### src/inc/wwd_pkg.sv
`default_nettype none
package wwd_pkg;

  ////////////////////////////////////////////////////////////////////////////
  // Register byte offsets
  localparam logic [7:0] WWD_OFS_CTRL = 8'h00;
  localparam logic [7:0] WWD_OFS_STAT = 8'h04;
  localparam logic [7:0] WWD_OFS_MASK = 8'h08;
  localparam logic [7:0] WWD_OFS_CLKSEL = 8'h0C;
  localparam logic [7:0] WWD_OFS_INT_LATE = 8'h10;
  localparam logic [7:0] WWD_OFS_RST_LATE = 8'h14;
  localparam logic [7:0] WWD_OFS_INT_EARLY = 8'h18;
  localparam logic [7:0] WWD_OFS_RST_EARLY = 8'h1C;
  localparam logic [7:0] WWD_OFS_COUNT = 8'h20;
  localparam logic [7:0] WWD_OFS_FEED = 8'h24;

  ////////////////////////////////////////////////////////////////////////////
  // Field layouts: bit 0 of each struct is the lowest register bit
  typedef struct packed {
    logic rst_en;
    logic int_en;
    logic win_en;
    logic en;
  } wwd_ctrl_t;

  typedef struct packed {
    logic rst_late;
    logic int_late;
    logic rst_early;
    logic int_early;
  } wwd_evt_t;

  // Pending first key of a two-write sequence
  typedef enum logic [1:0] {
    WWD_PEND_NONE,
    WWD_PEND_FEED,
    WWD_PEND_EN,
    WWD_PEND_DIS
  } wwd_pend_t;

  ////////////////////////////////////////////////////////////////////////////
  // Limit floor and reset values
  localparam logic [31:0] WWD_LIMIT_MIN = 32'h0001_0000;
  localparam wwd_ctrl_t WWD_CTRL_RST = 4'h0;
  localparam wwd_evt_t WWD_EVT_RST = 4'h0;
  localparam logic [2:0] WWD_CLKSEL_RST = 3'h0;
  localparam logic [31:0] WWD_INT_LATE_RST = 32'h8000_0000;
  localparam logic [31:0] WWD_RST_LATE_RST = 32'hFFFF_FFFF;
  localparam logic [31:0] WWD_INT_EARLY_RST = 32'h0001_0000;
  localparam logic [31:0] WWD_RST_EARLY_RST = 32'h0001_0000;
  localparam logic [31:0] WWD_COUNT_RST = 32'h0000_0000;

  ////////////////////////////////////////////////////////////////////////////
  // Keys written to the feed key register
  localparam logic [7:0] WWD_KEY_FEED1 = 8'hA5;
  localparam logic [7:0] WWD_KEY_FEED2 = 8'h5A;
  localparam logic [7:0] WWD_KEY_EN1 = 8'hFE;
  localparam logic [7:0] WWD_KEY_EN2 = 8'hED;
  localparam logic [7:0] WWD_KEY_DIS1 = 8'hDE;
  localparam logic [7:0] WWD_KEY_DIS2 = 8'hAD;

  // Time-base selects: 0 is the bus clock itself, 7 is reserved
  localparam logic [2:0] WWD_SEL_PCLK = 3'h0;
  localparam logic [2:0] WWD_SEL_RSVD = 3'h7;
  localparam int unsigned WWD_NUM_PIN_SRC = 6;

  ////////////////////////////////////////////////////////////////////////////
  // Byte-lane merge for APB writes with pstrb
  function automatic logic [31:0] wwd_merge(
    input logic [31:0] old_v,
    input logic [31:0] new_v,
    input logic [3:0] strb
  );
    logic [31:0] r;
    r = old_v;
    for (int i = 0; i < 4; i++)
    begin
      if (strb[i])
        r[8*i +: 8] = new_v[8*i +: 8];
    end
    return r;
  endfunction : wwd_merge

  // Limits never go below the smallest legal threshold
  function automatic logic [31:0] wwd_clamp(input logic [31:0] v);
    return (v < WWD_LIMIT_MIN) ? WWD_LIMIT_MIN : v;
  endfunction : wwd_clamp

endpackage : wwd_pkg
`default_nettype wire

### src/rtl/wwd_tick_sel.sv
`timescale 1ns/1ns
`default_nettype none
module wwd_tick_sel
  import wwd_pkg::*;
(
  input wire logic pclk,
  input wire logic presetn,
  input wire logic [2:0] sel,
  input wire logic [WWD_NUM_PIN_SRC-1:0] src_in,
  output logic tick
);

  logic [WWD_NUM_PIN_SRC-1:0] sync1_r;
  logic [WWD_NUM_PIN_SRC-1:0] sync2_r;
  logic prev_r;
  logic tick_r;
  wire logic [2:0] pin_idx;
  wire logic pin_ok;
  wire logic lvl;
  wire logic tick_nxt;

  ////////////////////////////////////////////////////////////////////////////
  // Two-stage synchronisers on every asynchronous source
  always_ff @(posedge pclk or negedge presetn)
  begin
    if (!presetn)
    begin
      sync1_r <= '0;
      sync2_r <= '0;
    end
    else
    begin
      sync1_r <= src_in;
      sync2_r <= sync1_r;
    end
  end

  // Source select; a select change may give one stray tick, harmless
  assign pin_ok = (sel != WWD_SEL_PCLK) && (sel != WWD_SEL_RSVD);
  assign pin_idx = sel - 3'h1;
  assign lvl = pin_ok ? sync2_r[pin_idx] : 1'b0;
  assign tick_nxt = (sel == WWD_SEL_PCLK) ? 1'b1 : (lvl & ~prev_r);

  // Rising-edge detect; sources must run below a quarter of pclk
  always_ff @(posedge pclk or negedge presetn)
  begin
    if (!presetn)
    begin
      prev_r <= 1'b0;
      tick_r <= 1'b0;
    end
    else
    begin
      prev_r <= lvl;
      tick_r <= tick_nxt;
    end
  end

  assign tick = tick_r;
endmodule : wwd_tick_sel
`default_nettype wire

### src/rtl/wwd_top.sv
`timescale 1ns/1ns
`default_nettype none
module wwd_top
  import wwd_pkg::*;
(
  input wire logic pclk,
  input wire logic presetn,
  input wire logic sys_rst,
  input wire logic periph_rst,
  input wire logic psel,
  input wire logic penable,
  input wire logic pwrite,
  input wire logic [7:0] paddr,
  input wire logic [31:0] pwdata,
  input wire logic [3:0] pstrb,
  output logic [31:0] prdata,
  output logic pready,
  output logic pslverr,
  input wire logic [WWD_NUM_PIN_SRC-1:0] src_clk_in,
  output logic irq,
  output logic wake_req,
  output logic sys_reset_req
);

  wwd_ctrl_t watchdog_control_r;
  wwd_ctrl_t watchdog_control_nxt;
  wwd_evt_t stat_r;
  wwd_evt_t stat_nxt;
  wwd_evt_t mask_r;
  wwd_evt_t evt;
  wwd_evt_t stat_clr;
  wwd_evt_t irq_gate;
  wwd_pend_t pend_r;
  wwd_pend_t pend_nxt;
  logic [2:0] clksel_r;
  logic [31:0] int_late_r;
  logic [31:0] rst_late_r;
  logic [31:0] int_early_r;
  logic [31:0] rst_early_r;
  logic [31:0] watchdog_counter_r;
  logic [31:0] watchdog_counter_nxt;
  logic [31:0] prdata_r;
  logic irq_r;
  logic sys_reset_req_r;
  wire logic tick;

  ////////////////////////////////////////////////////////////////////////////
  // APB decode; zero wait states, so the access phase is always the last
  wire logic acc = psel & penable;
  wire logic wr_acc = acc & pwrite;
  wire logic rd_acc = acc & ~pwrite;
  wire logic rd_setup = psel & ~penable & ~pwrite;
  wire logic hit_ctrl = (paddr == WWD_OFS_CTRL);
  wire logic hit_stat = (paddr == WWD_OFS_STAT);
  wire logic hit_mask = (paddr == WWD_OFS_MASK);
  wire logic hit_clksel = (paddr == WWD_OFS_CLKSEL);
  wire logic hit_il = (paddr == WWD_OFS_INT_LATE);
  wire logic hit_rl = (paddr == WWD_OFS_RST_LATE);
  wire logic hit_ie = (paddr == WWD_OFS_INT_EARLY);
  wire logic hit_re = (paddr == WWD_OFS_RST_EARLY);
  wire logic hit_cnt = (paddr == WWD_OFS_COUNT);
  wire logic hit_feed = (paddr == WWD_OFS_FEED);
  wire logic addr_ok = hit_ctrl | hit_stat | hit_mask | hit_clksel | hit_il | hit_rl
    | hit_ie | hit_re | hit_cnt | hit_feed;

  assign pready = 1'b1;
  assign pslverr = acc & ~addr_ok;
  assign prdata = prdata_r;

  // Read mux; the feed key register reads as zero
  wire logic [31:0] rd_mux =
    hit_ctrl ? {28'h0, watchdog_control_r} :
    hit_stat ? {28'h0, stat_r} :
    hit_mask ? {28'h0, mask_r} :
    hit_clksel ? {29'h0, clksel_r} :
    hit_il ? int_late_r :
    hit_rl ? rst_late_r :
    hit_ie ? int_early_r :
    hit_re ? rst_early_r :
    hit_cnt ? watchdog_counter_r : 32'h0;

  ////////////////////////////////////////////////////////////////////////////
  // Key sequencer for the feed key register
  wire logic key_wr = wr_acc & hit_feed & pstrb[0];
  wire logic [7:0] key = pwdata[7:0];
  wire logic feed_done = key_wr & (pend_r == WWD_PEND_FEED) & (key == WWD_KEY_FEED2);
  wire logic en_set = key_wr & (pend_r == WWD_PEND_EN) & (key == WWD_KEY_EN2);
  wire logic en_clr = key_wr & (pend_r == WWD_PEND_DIS) & (key == WWD_KEY_DIS2);

  // A feed pair may not have a write to another register between; enable and disable pairs may be spread
  always_comb
  begin
    pend_nxt = pend_r;
    case (pend_r)
      WWD_PEND_NONE, WWD_PEND_EN, WWD_PEND_DIS:
        pend_nxt = pend_r;
      WWD_PEND_FEED:
        if (wr_acc && !hit_feed)
          pend_nxt = WWD_PEND_NONE;
      default:
        pend_nxt = WWD_PEND_NONE;
    endcase
    if (key_wr)
    begin
      if (key == WWD_KEY_FEED1)
        pend_nxt = WWD_PEND_FEED;
      else if (key == WWD_KEY_EN1)
        pend_nxt = WWD_PEND_EN;
      else if (key == WWD_KEY_DIS1)
        pend_nxt = WWD_PEND_DIS;
      else
        pend_nxt = WWD_PEND_NONE;
    end
    if (periph_rst)
      pend_nxt = WWD_PEND_NONE;
  end

  ////////////////////////////////////////////////////////////////////////////
  // Counter and events
  wire logic tick_en = watchdog_control_r.en & tick;
  wire logic [31:0] cnt_inc = watchdog_counter_r + 32'h1;
  wire logic late_int_hit = tick_en & (cnt_inc == int_late_r);
  wire logic late_rst_hit = tick_en & (cnt_inc == rst_late_r);
  wire logic early_rst_hit = feed_done & (watchdog_counter_r < rst_early_r);
  wire logic early_int_hit = feed_done & ~early_rst_hit
    & (watchdog_counter_r < int_early_r);
  wire logic reset_fire = watchdog_control_r.rst_en
    & (late_rst_hit | (early_rst_hit & watchdog_control_r.win_en));

  // Flags set regardless of enables; the window only gates the actions
  assign evt = {late_rst_hit, late_int_hit, early_rst_hit, early_int_hit};

  // Feed, reset request or system reset return the count to zero
  always_comb
  begin
    watchdog_counter_nxt = watchdog_counter_r;
    if (sys_rst || feed_done || reset_fire)
      watchdog_counter_nxt = WWD_COUNT_RST;
    else if (tick_en)
      watchdog_counter_nxt = cnt_inc;
  end

  // Read clears only the bits that the read returned, so a new event wins
  assign stat_clr = (rd_acc && hit_stat) ? wwd_evt_t'(prdata_r[3:0]) : WWD_EVT_RST;
  assign stat_nxt = (stat_r & ~stat_clr) | evt;

  // Early events only interrupt with the window on; int_en gates all
  assign irq_gate = {1'b1, 1'b1, watchdog_control_r.win_en, watchdog_control_r.win_en};
  wire logic irq_nxt = watchdog_control_r.int_en & |(stat_r & mask_r & irq_gate);

  always_comb
  begin
    watchdog_control_nxt = watchdog_control_r;
    if (wr_acc && hit_ctrl && pstrb[0])
    begin
      watchdog_control_nxt.win_en = pwdata[1];
      watchdog_control_nxt.int_en = pwdata[2];
      watchdog_control_nxt.rst_en = pwdata[3];
    end
    if (en_set)
      watchdog_control_nxt.en = 1'b1;
    else if (en_clr)
      watchdog_control_nxt.en = 1'b0;
  end

  ////////////////////////////////////////////////////////////////////////////
  // State flops: presetn (power-on) clears them all; periph_rst clears only pend_r, sys_rst only the counter
  always_ff @(posedge pclk or negedge presetn)
  begin
    if (!presetn)
    begin
      watchdog_control_r <= WWD_CTRL_RST;
      stat_r <= WWD_EVT_RST;
      pend_r <= WWD_PEND_NONE;
      watchdog_counter_r <= WWD_COUNT_RST;
      irq_r <= 1'b0;
      sys_reset_req_r <= 1'b0;
    end
    else
    begin
      watchdog_control_r <= watchdog_control_nxt;
      stat_r <= stat_nxt;
      pend_r <= pend_nxt;
      watchdog_counter_r <= watchdog_counter_nxt;
      irq_r <= irq_nxt;
      sys_reset_req_r <= reset_fire;
    end
  end

  // Configuration registers, limits clamped to the legal range
  always_ff @(posedge pclk or negedge presetn)
  begin
    if (!presetn)
    begin
      mask_r <= WWD_EVT_RST;
      clksel_r <= WWD_CLKSEL_RST;
      int_late_r <= WWD_INT_LATE_RST;
      rst_late_r <= WWD_RST_LATE_RST;
      int_early_r <= WWD_INT_EARLY_RST;
      rst_early_r <= WWD_RST_EARLY_RST;
    end
    else if (wr_acc)
    begin
      if (hit_mask && pstrb[0])
        mask_r <= wwd_evt_t'(pwdata[3:0]);
      if (hit_clksel && pstrb[0])
        clksel_r <= pwdata[2:0];
      if (hit_il)
        int_late_r <= wwd_clamp(wwd_merge(int_late_r, pwdata, pstrb));
      if (hit_rl)
        rst_late_r <= wwd_clamp(wwd_merge(rst_late_r, pwdata, pstrb));
      if (hit_ie)
        int_early_r <= wwd_clamp(wwd_merge(int_early_r, pwdata, pstrb));
      if (hit_re)
        rst_early_r <= wwd_clamp(wwd_merge(rst_early_r, pwdata, pstrb));
    end
  end

  // Read data captured in the setup cycle, stable through the access
  always_ff @(posedge pclk or negedge presetn)
  begin
    if (!presetn)
      prdata_r <= 32'h0;
    else if (rd_setup)
      prdata_r <= rd_mux;
  end

  ////////////////////////////////////////////////////////////////////////////
  // Time base and outputs
  wwd_tick_sel u_tick (
    .pclk(pclk),
    .presetn(presetn),
    .sel(clksel_r),
    .src_in(src_clk_in),
    .tick(tick)
  );

  assign irq = irq_r;
  assign wake_req = irq_r;
  assign sys_reset_req = sys_reset_req_r;
endmodule : wwd_top
`default_nettype wire

### config.mk
export PLATFORM = sky130hd
export DESIGN_NAME = wwd_top
export DESIGN_NICKNAME = d
export VERILOG_FILES = /design/src/inc/wwd_pkg.sv /design/src/rtl/wwd_tick_sel.sv /design/src/rtl/wwd_top.sv
export SDC_FILE = /design/constraint.sdc
export NUM_CORES = 1
export LEC_CHECK = 0
export BUFFER_PORTS_ARGS = -buffer_cell sky130_fd_sc_hd__buf_4
export CORE_MARGIN = 8
export CORE_UTILIZATION = 40
export CTS_BUF_LIST = sky130_fd_sc_hd__clkbuf_4 sky130_fd_sc_hd__clkbuf_8 sky130_fd_sc_hd__clkbuf_16
export DETAILED_ROUTE_END_ITERATION = 12
export PLACE_DENSITY_LB_ADDON = 0.25
export SLEW_MARGIN = 20
export SYNTH_ARGS = -nofsm -noshare
export SYNTH_HDL_FRONTEND = slang
export SYNTH_SLANG_ARGS = --single-unit
### constraint.sdc
create_clock -name pclk -period 4.55 [get_ports pclk]
set_input_delay 0.2275 -clock pclk [delete_from_list [all_inputs] [get_ports pclk]]
set_output_delay 0.2275 -clock pclk [all_outputs]
set_load 0.01 [all_outputs]
==> out/qor.txt, run 1 <==
Status -> finished clean
Area of the multi-input gates -> 0.00788 mm²
CP endpoint kind -> register
Placed insts -> 2044
Top-area cell type share of the netlist area -> 0.332
Synth area leaders -> dfrtp_1 (33%), dfstp_2 (6.4%), ha_1 (5.8%)
Largest net degree at the start of global routing -> 98
Routed Antenna Nets -> 0
Die ar. -> 0.0421 mm²
Most used cell, CP -> nand4_1
Layout Cells excl Fill -> 2130
Post-synth ARST share -> 1.00
Via count -> 13100
Vias in the first global route -> 13100
# rows -> 69
FF+latch area -> 0.00567 mm²
Routed length per placed instance -> 25.4 µm
Root buf cell -> clkbuf_16
Max clock buf depth -> 3
CTS Buf Count -> 27
Seq/Total Area, Yosys -> 0.396
CP arrival -> 4.47 ns
Num ports -> 94
Largest family of logic cells by synthesized area -> simple AND/OR/NAND/NOR gates
Core area -> 0.0354 mm²
Post-synthesis register bit count -> 225
TritonCTS clock tree -> built
Routed vias/inst -> 6.15
Main synth FF type -> dfrtp_1
Combinational Power Share -> 0.056
Die X -> 205 µm
Reg clk slew, reported paths -> 0.07 ns
Worst-Margin Slew -> 1.15 ns
DRT Pass-1 Iters -> 9
Post-synthesis simple-gate area fraction -> 0.185
Post-synth EDFFs -> 0
Post-synthesis adder-cell area fraction -> 0.0577
Setup TNS -> 0 ns
Post-CTS Setup Bufs -> 0
Kind of critical path -> reg -> reg
DRC -> 0
Syn Area/Cell -> 9.28 µm²
Worst-Skew Late Latency -> 0.56 ns
Max IR drop VDD -> 0.000333 V
Share of layout cells above drive strength 1 -> 0.181
Most frequent cell after synthesis -> dfrtp_1
Placed cell area -> 0.0155 mm²
Total clock sinks -> 225
GRT Overall Usage -> 0.254
Port bufs -> 92
HP Class -> in -> reg
Synth Area in Compound Gates -> 0.180
Post-synthesis instance total -> 1543
Hold buffers post-CTS -> 35
Total grt overflow -> 0
CTS H-tree lvls -> 1
Clock Power Share -> 0.515
Hpwl dp -> 40100 µm
Fin. Hold Viols -> 0
First-pass GRT wire length -> 82200 µm
Routed wire length -> 54200 µm
P&R area growth vs syn -> 17.5%
Cell Chain, Critical Path -> nand3_1 -> nor4_1 -> nand4_1 -> xnor2_1 -> a211oi_1 -> nand4_1 -> nor4_4 -> buf_4 -> nor3_1
Post-CTS sizing -> 0
Worst-path maximum fanout -> 32
Starting Density -> 0.404
Sw Pwr -> 1.11 mW
Cell Area, Synth -> 0.0143 mm²
RSZ-0062 raised after global routing -> no
RePlAce Congestion -> 0.987
Tcrit/Tclk final -> 0.893
Tmin final -> 4.06 ns
Slowest stage delay, CP -> 0.89 ns
DRT iter0 DRCs -> 1307
Sequential Power Share -> 0.429
Max cap viols -> 0
Die height -> 205 µm
Layout Nets -> 1770
Post-synthesis xor/xnor area fraction -> 0.0733
Switching Fraction -> 0.233
Mux share of post-synthesis cell area -> 0.0524
Post-synth top area cell -> dfrtp_1
P_leak -> 7.31 nW
Pins Over Slew Limit -> 0
Synthesized net count -> 1666
Fill cell count -> 3412
Initial antenna violation count -> 0
Final-report setup violation count -> 0
YS warnings -> 0
Fmax -> 246 MHz
Setup Skew -> 0.0209 ns
Req. time, crit path -> 4.96 ns
Pwr dens -> 283 mW/mm²
CP max-delay cell -> nor4_1
Netlist cell types -> 82
Internal -> 3.65 mW
Commonest cells post-synth -> dfrtp_1 (190), nand2_1 (172), inv_1 (105)
Fin area -> 0.0168 mm²
Startpoint Class -> register
Slew HR -> 0.234
cell families (layout without fill, tap and decap cells):
group | count (synthesis) | in the layout
and+or+nand+nor | 515 | 515
AOI/OAI and AO/OA | 367 | 367
DFF | 225 | 225
buffers and inverters | 188 | 313
xor gates and xnor gates | 115 | 115
adders and majority gates | 66 | 66
muxes | 66 | 66
other | 1 | 2
state kept, by name, summed over array words and instances (netlist names):
name and count:
clksel_r 3, int_early_r 32, int_late_r 32, irq 1, irq_gate 1, mask_r 4
pend_r 2, prdata 32, rst_early_r 32, rst_late_r 32, stat_r 4, sys_reset_req 1
u_tick.prev_r 1, u_tick.sync1_r 6, u_tick.sync2_r 6, u_tick.tick 1, watchdog_control_r 3, watchdog_counter_r 32
area by class of cell:
type                            instances  area share
Clock buffer                           35      0.0452
Antenna cell                            1    0.000149
Clock inverter                         15      0.0146
Tap cell                              461      0.0343
Inverter                              105      0.0234
Timing Repair Buffer                  158      0.0769
Multi-Input combinational cell       1130       0.468
Sequential cell                       225       0.337
worst max-delay path: cells and delay by family (launching register included):
kind	cells	cell delay [ns]
buffers and inverters	1	0.41
AOI/OAI and AO/OA	1	0.24
DFF	1	0.75
and+or+nand+nor	6	2.23
xor gates and xnor gates	1	0.27
layer usage:
layer / vias up / GRT usage / share of wire
met5: - / 0 / 0
met4: 0 / 0.0756 / 0.027
met3: 88 / 0.0447 / 0.075
met2: 573 / 0.402 / 0.46
met1: 6548 / 0.350 / 0.44
li1: 5887 / - / -
final timing paths:
check	from	to	slack [ns]	cells past startpoint
worst max-delay path	watchdog_counter_r[3]	watchdog_counter_r[21]	0.49	9
worst min-delay path	pwdata[12]	rst_late_r[12]	0.01	3
worst max register to register	watchdog_counter_r[3]	watchdog_counter_r[21]	0.49	9
worst min register to register	u_tick.sync1_r[5]	u_tick.sync2_r[5]	0.35	0
max in group asynchronous	presetn	int_late_r[0]	3.19	3
min in group asynchronous	presetn	prdata[26]	0.21	2
power by group through the flow:
stage | clock network, mW | registers [mW] | logic (mW)
after floorplan | 0 | 2.07 | 0.0937
after CTS | 2.49 | 2.04 | 0.266
after detailed placement | 0 | 2.08 | 0.241
final | 2.45 | 2.04 | 0.266
after global routing | 2.56 | 2.04 | 0.292
after global placement | 0 | 2.08 | 0.240
through the flow:
step / hold slack [ns] / total power, mW / setup WS (ns) / util
after floorplan: -0.0681 / 2.16 / 1.49 / -
after global placement: 0.260 / 2.32 / 0.788 / 0.437
after detailed placement: 0.261 / 2.32 / 0.656 / 0.437
after CTS: 0.00413 / 4.80 / 0.623 / 0.475
after global routing: 0.0181 / 4.89 / 0.263 / 0.475
final: 0.0117 / 4.75 / 0.488 / 0.475
layout by cell type, fill, tap and decap left out, drive strengths merged, types with 12 or more instances in the layout:
cell         synthesis  final
nor2                76     76
nor4                39     39
ha                  66     66
nand2b              17     17
inv                105    106
o22ai               28     28
nand2              173    173
xor2                28     28
nor3                57     57
and3                15     15
xnor2               84     84
a22o                30     30
nand4               42     42
nand3               37     37
clkbuf              51     35
nor2b               12     12
a222oi              32     32
dlygate4sd3          0     35
a22oi               35     35
dfrtp              190    190
a21oi               42     42
mux2                62     62
buf                 32    123
o21ai               93     93
a21o                19     19
dfstp               35     35
(Power assumes the default switching activity.)
==> run 2, diff against run 1 <==
- ABC_AREA: unset -> 1
==> run 2 against run 1 <==
  * Worst hold slack better by 0.012 ns
  * Register-to-register slack better by 0.70 ns
  * Die area is 0.48% higher
  * Clock skew is 0.0072 ns lower
  * Critical endpoint is now watchdog_counter_r[18]
  * Cell count is 22% higher
  * Area after synthesis is 0.52% higher
  * Critical path depth is 9 higher
  * Sequential share of layout area hardly changed
  * Largest power group unchanged
==> out/qor.txt, run 2 <==
# rows -> 69 (unchanged)
Internal -> 3.65 mW (+0.19%)
Starting Density -> 0.406 (+0.00113)
Syn Area/Cell -> 7.15 µm² (-23%)
Commonest cells post-synth -> nand2_1 (554), o21ai_0 (277), inv_1 (244)
Routed vias/inst -> 5.45 (-11%)
CP max-delay cell -> dfrtp_1
Req. time, crit path -> 4.96 ns (about the same)
Post-synth EDFFs -> 0 (unchanged)
Routed Antenna Nets -> 0 (unchanged)
Core area -> 0.0355 mm² (+0.24%)
Top-area cell type share of the netlist area -> 0.330 (-0.00173)
Setup TNS -> 0 ns (unchanged)
Num ports -> 94 (unchanged)
Max cap viols -> 0 (unchanged)
DRC -> 0 (unchanged)
Tcrit/Tclk final -> 0.739 (-0.154)
CTS Buf Count -> 28 (+3.7%)
Most frequent cell after synthesis -> nand2_1
CTS H-tree lvls -> 1 (unchanged)
First-pass GRT wire length -> 79600 µm (-3.2%)
P_leak -> 7.79 nW (+6.6%)
Routed wire length -> 51400 µm (-5.2%)
Pins Over Slew Limit -> 0 (unchanged)
CP endpoint kind -> register
TritonCTS clock tree -> built
Most common cell after layout, fill and taps aside -> nand2_1
Startpoint Class -> register
Sequential Power Share -> 0.427 (-0.002)
Fin. Hold Viols -> 0 (unchanged)
RePlAce Congestion -> 0.961 (-2.6%)
Vias in the first global route -> 13700 (+4.6%)
Die height -> 206 µm (+0.24%)
DRT Pass-1 Iters -> 5 (-4)
Largest delay share family, worst path -> simple AND/OR/NAND/NOR gates
Status -> finished clean
Seq/Total Area, Yosys -> 0.394 (-0.00207)
Main synth FF type -> dfrtp_1
Share of layout cells above drive strength 1 -> 0.116 (-0.0646)
Via count -> 14200 (+8.3%)
Synthesized net count -> 2135 (+28%)
Routed length per placed instance -> 19.8 µm (-22%)
Max clock buf depth -> 3 (unchanged)
Cell Area, Synth -> 0.0144 mm² (+0.52%)
Die X -> 206 µm (+0.24%)
Post-synthesis register bit count -> 225 (unchanged)
Most used cell, CP -> nand2_1
Hpwl dp -> 39300 µm (-2.1%)
Tmin final -> 3.36 ns (-0.701 ns)
Die ar. -> 0.0423 mm² (+0.48%)
Post-synthesis instance total -> 2012 (+30%)
Worst-Margin Slew -> 1.10 ns (-0.0442 ns)
CP arrival -> 3.77 ns (-0.70 ns)
Ant diodes -> 0 (-1)
Layout Nets -> 2240 (+27%)
Placed insts -> 2522 (+23%)
HP Class -> in -> reg
Post-synth ARST share -> 1.00 (unchanged)
Total clock sinks -> 225 (unchanged)
Max IR drop VDD -> 0.000320 V (-3.9%)
Switching Fraction -> 0.242 (+0.00865)
Kind of critical path -> reg -> reg
Largest net degree at the start of global routing -> 105 (+7.1%)
GRT Overall Usage -> 0.242 (-0.0120)
Total grt overflow -> 0 (unchanged)
DRT iter0 DRCs -> 1277 (-2.3%)
Reg clk slew, reported paths -> 0.06 ns (about the same)
Pwr dens -> 286 mW/mm² (+1.3%)
Buffer and inverter count on the worst path -> 0 (-1)
Port bufs -> 92 (unchanged)
Final-report setup violation count -> 0 (unchanged)
Worst-path maximum fanout -> 32 (unchanged)
Clock Power Share -> 0.510 (-0.005)
Fmax -> 297 MHz (+21%)
Combinational Power Share -> 0.063 (+0.007)
Worst-Skew Late Latency -> 0.56 ns (about the same)
Synth area leaders -> dfrtp_1 (33%), nand2_1 (14%), o21ai_0 (9.6%)
Sw Pwr -> 1.16 mW (+5.1%)
Post-synth top area cell -> dfrtp_1
Most frequent cells in the layout -> nand2_1 (554), o21ai_0 (277), inv_1 (243)
Netlist cell types -> 51 (-38%)
Root buf cell -> clkbuf_16
Layout Cells excl Fill -> 2600 (+22%)
Cell Chain, Critical Path -> ha_1 -> nand2_1 -> nor2_2 -> nand3_1 -> nor2_2 -> nand2_1 -> nand2_1 -> nand2_1 -> nand2_1 -> nand2_1 -> nor2_1 -> nand2_1 -> nor2_1 -> nand3_1 -> nand2_1 -> nand2_2 -> nand2_4 -> nor2_1
Setup Skew -> 0.0137 ns (-0.00719 ns)
RSZ-0062 raised after global routing -> no
Initial antenna violation count -> 1 (+1)
Slowest stage delay, CP -> 0.49 ns (-0.40 ns)
YS warnings -> 0 (unchanged)
P&R area growth vs syn -> 16.9%
Slew HR -> 0.260 (+0.0264)
## run 2: cell count changes after synthesis, moves of 73 or more
cell / before / now
nand2_1: 172 / 554
o21ai_0: 87 / 277
inv_1: 105 / 244
xnor2_1: 84 / 4
nor2_1: 76 / 152
nand3_1: 33 / 106
## run 2: worst paths after layout
kind	slack, ns	from	depth (start not counted)	to
min in group asynchronous	0.31	presetn	2	int_late_r[18]
worst max-delay path	1.19	watchdog_counter_r[0]	18	watchdog_counter_r[18]
worst min-delay path	0.02	pwrite	3	prdata[2]
max in group asynchronous	3.09	presetn	3	rst_early_r[25]
worst min register to register	0.35	u_tick.sync1_r[5]	0	u_tick.sync2_r[5]
worst max register to register	1.19	watchdog_counter_r[0]	18	watchdog_counter_r[18]
## run 2: what timing repair did
action / CTS / global route
hold buffers: 26 / 0
hold endpoints to repair: 149 / 0
resized for setup: 0 / 0
buffers inserted: 0 / 0
## run 2: power groups by stage
stage	Clock (mW)	Sequential [mW]	Combinational (mW)
after global placement	0	2.09	0.284
after detailed placement	0	2.09	0.288
final	2.46	2.06	0.304
after CTS	2.51	2.06	0.307
after global routing	2.59	2.06	0.341
after floorplan	0	2.09	0.136
## run 2: area by class of cell
type / instances / area [µm²]
fillers: 3564 / 18700
multi-input cells: 1472 / 7490
flip-flops and latches: 225 / 5670
repair buffers: 141 / 1130
inverters: 249 / 936
clock buffers: 34 / 782
well taps: 461 / 577
clock inverters: 18 / 240
## run 2: metal layers
layer	share of wire	track usage
met2	0.46	0.393
met5	0	0
met1	0.45	0.326
met4	0.032	0.0758
met3	0.063	0.0381
## run 2: worst register-to-register path, cell delays in order, from the launching register on
cell     delay [ns]
dfrtp_1        0.49
ha_1           0.30
nand2_1        0.16
nor2_2         0.25
nand3_1        0.23
nor2_2         0.21
nand2_1        0.09
nand2_1        0.07
nand2_1        0.08
nand2_1        0.11
nand2_1        0.06
nor2_1         0.13
nand2_1        0.08
nor2_1         0.19
nand3_1        0.14
nand2_1        0.10
nand2_2        0.07
nand2_4        0.39
nor2_1         0.09
## run 2: metrics by stage
stage | cell area, µm² | utilization | setup slack [ns] | total power [mW] | hold WS (ns)
floorplan | 14400 | - | 2.30 | 2.22 | -0.0681
global placement | 15500 | 0.438 | 1.21 | 2.38 | 0.333
detailed placement | 15500 | 0.438 | 1.25 | 2.38 | 0.335
CTS | 16800 | 0.474 | 1.25 | 4.87 | 0.000587
global route | 16800 | 0.474 | 0.876 | 4.99 | 0.0704
finish | 16800 | 0.474 | 1.19 | 4.82 | 0.0238
## run 2: cells by family after synthesis
family,Yosys count,share of synthesized area
other,1,0.000261
multiplexers,1,0.000696
adder cells (fa/ha/maj),66,0.0574
AND/OR/NAND/NOR,921,0.271
flip-flops,225,0.394
buffers and inverters,315,0.0864
XOR/XNOR,21,0.0128
AO/OA/AOI/OAI,462,0.177
